## src/sar_adc_map.vh

```
// Register map, field positions, reset values and timing counts of the 8-bit SAR sequencer
`ifndef SAR_ADC_MAP_VH
`define SAR_ADC_MAP_VH

// ----------------------------------------
// Register addresses
// ----------------------------------------
`define ADDR_INPUT_PAIR_CONFIG 8'hBA
`define ADDR_CHANNEL_SELECT 8'hBB
`define ADDR_CONVERTER_CONFIG 8'hBC
`define ADDR_DATA_WORD 8'hBE
`define ADDR_CONVERTER_CONTROL 8'hE8

// ----------------------------------------
// Reset values
// ----------------------------------------
`define RST_PAIR_CONFIG 4'h0
`define RST_CHANNEL 3'h0
`define RST_DIVIDER 5'h1F
`define RST_GAIN 2'h0
`define RST_DATA 8'h00

// ----------------------------------------
// Control register bit positions
// ----------------------------------------
`define CTL_ENABLE 7
`define CTL_TRACK_MODE 6
`define CTL_DONE 5
`define CTL_BUSY 4
`define CTL_SRC_HI 3
`define CTL_SRC_LO 1
`define CTL_WINDOW 0

// ----------------------------------------
// Config register fields
// ----------------------------------------
`define CFG_DIV_HI 7
`define CFG_DIV_LO 3
`define CFG_GAIN_HI 1
`define CFG_GAIN_LO 0

// ----------------------------------------
// Start source codes
// ----------------------------------------
`define SRC_BUSY_WRITE 3'h0
`define SRC_TIMER3 3'h1
`define SRC_EXT_START 3'h2
`define SRC_TIMER2 3'h3

// ----------------------------------------
// Gain codes
// ----------------------------------------
`define GAIN_HALF 2'h0
`define GAIN_ONE 2'h1
`define GAIN_TWO 2'h2
`define GAIN_FOUR 2'h3

// ----------------------------------------
// Timing in SAR clocks
// ----------------------------------------
`define TRACK_SAR_CLKS 4'h3
`define CONV_SAR_CLKS 4'hC

`endif

```

## src/sar_adc_sequencer_8bit.v

```verilog
// Digital control of the 8-bit successive-approximation converter subsystem
`timescale 1ns/1ps
`default_nettype none
`include "sar_adc_map.vh"

// Overview of operation
// - Analog power, track-and-hold and gain stage on only while enable bit is 1.
// - SAR clock equals system clock divided by divider field plus one, 0 to 31.
// - Conversions start from one of five sources chosen by start source select.
// - Second external start used if enabled, else first external start triggers both.
// - Busy bit is 1 during the whole conversion, 0 once it completes.
// - Busy falling at conversion end sets done flag and requests interrupt when enabled.
// - Track mode 0 tracks continuously except while converting.
// - Track mode 1 tracks 3 SAR clocks after each start, then converts.
// - Low-power external mode tracks while start pin low, converts on its rise.
// - Gains 0.5, 1, 2 and 4 selectable; gain is 0.5 after reset.
// - Eight input channels selected by the channel select register.
// - Each pair bit makes its two inputs single-ended or a differential pair.
// - Upper four pair configuration bits read 0000b and ignore writes.
// - Result is an 8-bit word, two's complement for differential channels.
// - Pins with input mode bit 0 are analog and skipped by the crossbar.
// - Source codes: 000 busy, 001 timer3, 010 external, 011 timer2, 1xx primary.
// - Writing busy 1 starts only with source 000; writing busy 0 does nothing.
// - Gain codes 00, 01, 10, 11 give 0.5, 1, 2, 4.

module sar_adc_sequencer_8bit (
    input wire clk_sys,
    input wire resetn,
    input wire [7:0] sfr_addr,
    input wire sfr_wr,
    input wire sfr_rd,
    input wire [7:0] sfr_wdata,
    output wire [7:0] sfr_rdata,
    input wire timer3_overflow,
    input wire timer2_overflow,
    input wire primary_busy_write,
    input wire ext_convert_start_a,
    input wire ext_convert_start_b,
    input wire ext_start_a_in_crossbar,
    input wire ext_start_b_in_crossbar,
    input wire [7:0] port_input_mode_reg,
    input wire [7:0] conv_result_in,
    input wire irq_enable,
    output wire [7:0] crossbar_skip,
    output wire converter_power_on,
    output wire track_enable,
    output wire convert_active,
    output wire sar_clock_tick,
    output wire [1:0] gain_select,
    output wire [2:0] channel_select,
    output wire channel_is_diff,
    output wire conversion_irq
);

    // ----------------------------------------
    // States
    // ----------------------------------------
    localparam [2:0] ST_IDLE = 3'b001;
    localparam [2:0] ST_TRACK = 3'b010;
    localparam [2:0] ST_CONV = 3'b100;

    // ----------------------------------------
    // Registers
    // ----------------------------------------
    reg [3:0] pair_cfg_ff;
    reg [2:0] channel_ff;
    reg [4:0] divider_ff;
    reg [1:0] gain_ff;
    reg enable_ff;
    reg track_mode_ff;
    reg done_ff;
    reg window_ff;
    reg [2:0] src_ff;
    reg [7:0] data_ff;
    reg [7:0] rdata_ff;
    reg [2:0] state_ff;
    reg [4:0] div_cnt_ff;
    reg tick_ff;
    reg [3:0] sar_cnt_ff;
    reg irq_ff;
    reg [1:0] sync_a_ff;
    reg [1:0] sync_b_ff;
    reg ext_prev_ff;

    reg [2:0] nxt_state;
    reg [3:0] nxt_sar_cnt;
    reg start_trig;
    reg [7:0] rd_mux;

    wire wr_ctl = sfr_wr && (sfr_addr == `ADDR_CONVERTER_CONTROL);
    // Gated by enable: a shutdown drops busy at once and can never set done
    wire busy = (state_ff == ST_CONV) && enable_ff;
    wire conv_finish = busy && tick_ff && (sar_cnt_ff == `CONV_SAR_CLKS - 4'h1);
    wire [7:0] ctl_value = {enable_ff, track_mode_ff, done_ff, busy, src_ff, window_ff};
    // Second input wins; first input alone serves both converters
    wire ext_level = ext_start_b_in_crossbar ? sync_b_ff[1] :
                     (ext_start_a_in_crossbar & sync_a_ff[1]);
    wire ext_rise = ext_level & ~ext_prev_ff;

    // ----------------------------------------
    // External start synchronisers
    // ----------------------------------------
    always @(posedge clk_sys or negedge resetn) begin
        if (!resetn) begin
            sync_a_ff <= 2'h0;
            sync_b_ff <= 2'h0;
            ext_prev_ff <= 1'b0;
        end else begin
            sync_a_ff <= {sync_a_ff[0], ext_convert_start_a};
            sync_b_ff <= {sync_b_ff[0], ext_convert_start_b};
            ext_prev_ff <= ext_level;
        end
    end

    // ----------------------------------------
    // Start source selection
    // ----------------------------------------
    always @* begin
        start_trig = 1'b0;
        if (src_ff[2]) begin
            start_trig = primary_busy_write;
        end else begin
            case (src_ff)
                `SRC_BUSY_WRITE: start_trig = wr_ctl && sfr_wdata[`CTL_BUSY];
                `SRC_TIMER3: start_trig = timer3_overflow;
                `SRC_EXT_START: start_trig = ext_rise;
                `SRC_TIMER2: start_trig = timer2_overflow;
                default: start_trig = 1'b0;
            endcase
        end
    end

    // ----------------------------------------
    // SAR clock divider
    // ----------------------------------------
    always @(posedge clk_sys or negedge resetn) begin
        if (!resetn) begin
            div_cnt_ff <= 5'h00;
            tick_ff <= 1'b0;
        end else if (!enable_ff) begin
            div_cnt_ff <= 5'h00;
            tick_ff <= 1'b0;
        end else begin
            tick_ff <= (div_cnt_ff == divider_ff);
            div_cnt_ff <= (div_cnt_ff >= divider_ff) ? 5'h00 : div_cnt_ff + 5'h01;
        end
    end

    // ----------------------------------------
    // Sequencer
    // ----------------------------------------
    always @* begin
        nxt_state = state_ff;
        nxt_sar_cnt = sar_cnt_ff;
        case (state_ff)
            ST_IDLE: begin
                // Ext start in low-power mode has already tracked while low
                if (enable_ff && start_trig) begin
                    nxt_sar_cnt = 4'h0;
                    if (track_mode_ff && (src_ff != `SRC_EXT_START)) begin
                        nxt_state = ST_TRACK;
                    end else begin
                        nxt_state = ST_CONV;
                    end
                end
            end
            ST_TRACK: begin
                if (tick_ff) begin
                    nxt_sar_cnt = sar_cnt_ff + 4'h1;
                    if (sar_cnt_ff == `TRACK_SAR_CLKS - 4'h1) begin
                        nxt_state = ST_CONV;
                        nxt_sar_cnt = 4'h0;
                    end
                end
            end
            ST_CONV: begin
                // New triggers are not looked at here
                if (tick_ff) begin
                    nxt_sar_cnt = sar_cnt_ff + 4'h1;
                end
                if (conv_finish) begin
                    nxt_state = ST_IDLE;
                    nxt_sar_cnt = 4'h0;
                end
            end
            default: begin
                nxt_state = ST_IDLE;
                nxt_sar_cnt = 4'h0;
            end
        endcase
        // Disabling abandons a conversion; the analog side is already off
        if (!enable_ff) begin
            nxt_state = ST_IDLE;
            nxt_sar_cnt = 4'h0;
        end
    end

    always @(posedge clk_sys or negedge resetn) begin
        if (!resetn) begin
            state_ff <= ST_IDLE;
            sar_cnt_ff <= 4'h0;
            irq_ff <= 1'b0;
            data_ff <= `RST_DATA;
        end else begin
            state_ff <= nxt_state;
            sar_cnt_ff <= nxt_sar_cnt;
            irq_ff <= conv_finish && irq_enable;
            if (conv_finish) begin
                data_ff <= conv_result_in;
            end
        end
    end

    // ----------------------------------------
    // Register writes
    // ----------------------------------------
    always @(posedge clk_sys or negedge resetn) begin
        if (!resetn) begin
            pair_cfg_ff <= `RST_PAIR_CONFIG;
            channel_ff <= `RST_CHANNEL;
            divider_ff <= `RST_DIVIDER;
            gain_ff <= `RST_GAIN;
            enable_ff <= 1'b0;
            track_mode_ff <= 1'b0;
            done_ff <= 1'b0;
            window_ff <= 1'b0;
            src_ff <= `SRC_BUSY_WRITE;
        end else begin
            if (sfr_wr && (sfr_addr == `ADDR_INPUT_PAIR_CONFIG)) begin
                pair_cfg_ff <= sfr_wdata[3:0];
            end
            if (sfr_wr && (sfr_addr == `ADDR_CHANNEL_SELECT)) begin
                channel_ff <= sfr_wdata[2:0];
            end
            if (sfr_wr && (sfr_addr == `ADDR_CONVERTER_CONFIG)) begin
                divider_ff <= sfr_wdata[`CFG_DIV_HI:`CFG_DIV_LO];
                gain_ff <= sfr_wdata[`CFG_GAIN_HI:`CFG_GAIN_LO];
            end
            if (wr_ctl) begin
                enable_ff <= sfr_wdata[`CTL_ENABLE];
                track_mode_ff <= sfr_wdata[`CTL_TRACK_MODE];
                window_ff <= sfr_wdata[`CTL_WINDOW];
                src_ff <= sfr_wdata[`CTL_SRC_HI:`CTL_SRC_LO];
            end
            // Hardware set beats a software clear in the same cycle
            if (conv_finish) begin
                done_ff <= 1'b1;
            end else if (wr_ctl) begin
                done_ff <= sfr_wdata[`CTL_DONE];
            end
        end
    end

    // ----------------------------------------
    // Register reads
    // ----------------------------------------
    always @* begin
        if (sfr_addr == `ADDR_INPUT_PAIR_CONFIG) begin
            rd_mux = {4'h0, pair_cfg_ff};
        end else if (sfr_addr == `ADDR_CHANNEL_SELECT) begin
            rd_mux = {5'h00, channel_ff};
        end else if (sfr_addr == `ADDR_CONVERTER_CONFIG) begin
            rd_mux = {divider_ff, 1'b0, gain_ff};
        end else if (sfr_addr == `ADDR_DATA_WORD) begin
            rd_mux = data_ff;
        end else if (sfr_addr == `ADDR_CONVERTER_CONTROL) begin
            rd_mux = ctl_value;
        end else begin
            rd_mux = 8'h00;
        end
    end

    always @(posedge clk_sys or negedge resetn) begin
        if (!resetn) begin
            rdata_ff <= 8'h00;
        end else if (sfr_rd) begin
            rdata_ff <= rd_mux;
        end
    end

    // ----------------------------------------
    // Outputs
    // ----------------------------------------
    wire lp_ext_track = track_mode_ff && (src_ff == `SRC_EXT_START) && !ext_level;

    assign sfr_rdata = rdata_ff;
    assign converter_power_on = enable_ff;
    assign track_enable = enable_ff && (track_mode_ff ?
                          ((state_ff == ST_TRACK) || ((state_ff == ST_IDLE) && lp_ext_track)) :
                          !busy);
    assign convert_active = busy;
    assign sar_clock_tick = tick_ff;
    assign gain_select = gain_ff;
    assign channel_select = channel_ff;
    assign channel_is_diff = pair_cfg_ff[channel_ff[2:1]];
    assign crossbar_skip = ~port_input_mode_reg;
    assign conversion_irq = irq_ff;

endmodule // sar_adc_sequencer_8bit

`default_nettype wire

```

## config.mk

```make
export PLATFORM = sky130hd
export DESIGN_NAME = sar_adc_sequencer_8bit
export DESIGN_NICKNAME = d
export VERILOG_FILES = /design/src/sar_adc_sequencer_8bit.v
export VERILOG_INCLUDE_DIRS = /design/src /design/src/src
export SDC_FILE = /design/constraint.sdc
export NUM_CORES = 1
export LEC_CHECK = 0
export BUFFER_PORTS_ARGS = -buffer_cell sky130_fd_sc_hd__clkbuf_2
export CORE_MARGIN = 1
export CORE_UTILIZATION = 35
export DETAILED_ROUTE_END_ITERATION = 8
export GPL_TIMING_DRIVEN = 0
export PLACE_DENSITY = 0.57
export SYNTH_ARGS = -nofsm -noshare
export SYNTH_HDL_FRONTEND = slang
export SYNTH_SLANG_ARGS = --single-unit
```

## constraint.sdc

```tcl
create_clock -name clk_sys -period 2.8 [get_ports clk_sys]
set_clock_uncertainty 0.05 [all_clocks]
set_input_delay 0.56 -clock clk_sys [delete_from_list [all_inputs] [get_ports clk_sys]]
set_output_delay 0.56 -clock clk_sys [all_outputs]
set_load 0.02 [all_outputs]
```

==> results.sh <==
export IMPL_status="completed"
export IMPL_synth_distinct_cells=48
export IMPL_path_cells="clkbuf_2 -> or4b_4 -> nor3_4 -> nand4_1 -> and3_1 -> buf_6 -> nor3_1 -> mux2_1"
export IMPL_hp_class="input pin to async pin"
export IMPL_gr_usage_met1=0.223
export IMPL_drc=0
export IMPL_period_share=0.943
export IMPL_synth_edf_count=0
export IMPL_ant_nets=0
export IMPL_critPathRequiredTime_ps=2950
export IMPL_cts_path_max_buffers=2
export IMPL_cp_max_fo=10
export IMPL_drive_above_1_share=0.367
export IMPL_syn_area_um2=2770
export IMPL_cp_slowest_cell="or4b_4"
export IMPL_tightest_slew_ps=968
export IMPL_cts_tree="done"
export IMPL_grt_antenna_before_repair=0
export IMPL_fin_nets=378
export IMPL_diodes=0
export IMPL_wl_um=6420
export IMPL_utilization=0.438
export IMPL_layout_commonest_cell="clkbuf_2"
export IMPL_dieArea_um2=8270
export IMPL_met2_usage=0.263
export IMPL_yosysSeqAreaShare=0.509
export IMPL_endpoint_kind="flop"
export IMPL_n_fill_cell=781
export IMPL_area_growth_pct=21.6
export IMPL_grtUsageMet3=0.0320
export IMPL_die_w_um=90.9
export IMPL_hold_viol=0
export IMPL_synth_fp_nets=301
export IMPL_final_cell_mix="clkbuf_2 (70), dfrtp_1 (50), mux2_2 (28), inv_1 (22), nor2_1 (18)"
export IMPL_cap_violations=0
export IMPL_synth_area_per_cell_um2=11.1
export IMPL_rows=32
export IMPL_maxSlewViolCount=0
export IMPL_finalInstanceArea_um2=3360
export IMPL_post_cts_buffers=0
export IMPL_cts_made_buffers=5
export IMPL_synthArstFlopShare=1.00
export IMPL_root_buffer="clkbuf_8"
export IMPL_drt_pass1_iter_count=4
export IMPL_place_congestion=0.853
export IMPL_drt_iter0_markers=163
export IMPL_cp_arrival_ps=2790
export IMPL_clk_pin_slew_ps=100
export IMPL_wire_per_inst_um=15.0
export IMPL_crit_path_start_kind="input pin"
export IMPL_avgViaCountPerCell=5.12
export IMPL_pre_cts_ws_ps=-174
export IMPL_synth_main_ff_cell="dfrtp_1"
export IMPL_fmax_mhz=379
export IMPL_peakVddDrop_uv=215
export IMPL_worst_setup_path_type="input pin to flop"
export IMPL_netlist_instances=249
export IMPL_grt_pass1_vias=2138
export IMPL_core_area_um2=7690
export IMPL_insertion_delay_ps=310
export IMPL_busiest_layer="met2"
export IMPL_relSlewSlack=0.350
export IMPL_grt_pass1_wl_um=10700
export IMPL_dpl_hpwl_um=4720
export IMPL_grt_max_degree=57
export IMPL_multi_input_area_um2=1260
export IMPL_die_h_um=90.9
export IMPL_vias=2198
export IMPL_ys_ff_latch=56
export IMPL_regArea_um2=1410
export IMPL_timing_final_crit_period_ps=2640
export IMPL_setup_tns_final_ps=0
export IMPL_grt_ovfl_total=0
export IMPL_grtUsageTotal=0.165
export IMPL_powerDensity_nw_per_um2=463
export IMPL_htree_levels=2
export IMPL_initial_utilization=0.360
export IMPL_rsz0062_at_grt="false"
export IMPL_cts_sinks=56
export IMPL_leakage_nw=1.67
export IMPL_place_area_um2=3250
export IMPL_setup_viol=0
export IMPL_io_buffers=70
export IMPL_whs_ps=290
export IMPL_max_stage_delay_ps=540
export IMPL_ys_warn_count=0
export IMPL_pin_count=71
export IMPL_r2r_slack_ps=300
export IMPL_setup_slack_ps=160
## cells in the mapped netlist, drive strengths merged (2+ instances only)
library cell	instances	area, um2
dfrtp	50	1250
mux2	30	338
inv	22	82.6
nor2	18	67.6
a21oi	14	70.1
nand2	11	41.3
nand2b	11	68.8
o21ai	11	55.1
ha	8	100
nand3	7	35.0
dfstp	6	158
nor3	5	36.3
a222oi	4	40.0
and2	3	18.8
nor2b	3	18.8
nor3b	3	22.5
nor4	3	25.0
o41ai	3	26.3
a21o	2	15.0
a221o	2	20.0
a31oi	2	12.5
and3	2	12.5
clkbuf	2	8.75
mux2i	2	20.0
nand3b	2	15.0
nand4b	2	17.5
o22ai	2	12.5
o31ai	2	15.0
o32ai	2	17.5
xor2	2	17.5
## critical path, delay by kind of cell
kind / cells / cell delay (ps)
multiplexers: 1 / 370
buffers and inverters: 2 / 280
AND/OR/NAND/NOR: 5 / 1570
## logic make-up (layout without fill, tap and decap cells)
kind of cell,after synthesis,in the layout,synth area share
compound gates,50,50,0.121
xor+xnor,3,3,0.00950
fa+ha+maj,8,8,0.0362
buf+inv,25,103,0.0371
flops,56,56,0.509
mux,33,33,0.137
simple gates,74,74,0.150
## final timing paths
kind | cells past startpoint | endpoint | from
worst max-delay path | 8 | sar_cnt_ff[1] | sfr_addr[0]
worst min-delay path | 1 | sar_cnt_ff[2] | resetn
worst max register to register | 5 | sar_cnt_ff[1] | state_ff[0]
worst min register to register | 0 | sync_a_ff[1] | sync_a_ff[0]
max in group asynchronous | 1 | done_ff | resetn
min in group clk_sys | 1 | sync_a_ff[0] | ext_convert_start_a
## power breakdown
group / leakage, nW / internal [mW] / switching, mW
Clock: 0.0541 / 0.265 / 0.268
Sequential: 0.735 / 0.838 / 0.0220
Combinational: 0.884 / 0.0690 / 0.0966
Total: 1.67 / 1.17 / 0.387
## stage by stage
| step | std cells | total power [mW] |
|---|---|---|
| global route | 429 | 1.63 |
| finish | 429 | 1.56 |
| CTS | 429 | 1.58 |
| detailed placement | 421 | 1.04 |
| global placement | 421 | 1.04 |
| floorplan | 249 | 0.950 |
## state kept, by name, indices dropped and copies added (netlist names)
signal              flops
channel_select          3
conversion_irq          1
converter_power_on      1
data_ff                 8
div_cnt_ff              5
divider_ff              5
done_ff                 1
ext_prev_ff             1
gain_select             2
pair_cfg_ff             4
sar_clock_tick          1
sar_cnt_ff              4
sfr_rdata               8
src_ff                  3
state_ff                3
sync_a_ff               2
sync_b_ff               2
track_mode_ff           1
window_ff               1
## per-layer routing
metal / vias to the layer above / routed length (um)
met5: - / 0
met4: 0 / 93
met3: 10 / 344
met2: 60 / 3040
met1: 1078 / 2930
li1: 1050 / -
## layout make-up
| type | count | share of cell area |
|---|---|---|
| plain buffers | 3 | 0.00595 |
| clock buffers | 5 | 0.0205 |
| clock inverters | 3 | 0.0126 |
| inverters | 22 | 0.0245 |
| multi-input cells | 168 | 0.375 |
| flip-flops and latches | 56 | 0.419 |
| well taps | 102 | 0.0379 |
| repair buffers | 70 | 0.105 |
## what timing repair did
action	in CTS	in global routing
endpoints found under the setup margin	0	2
resized for setup	0	1
hold buffers	0	0
Note: power is estimated with default switching activity, not from simulation.
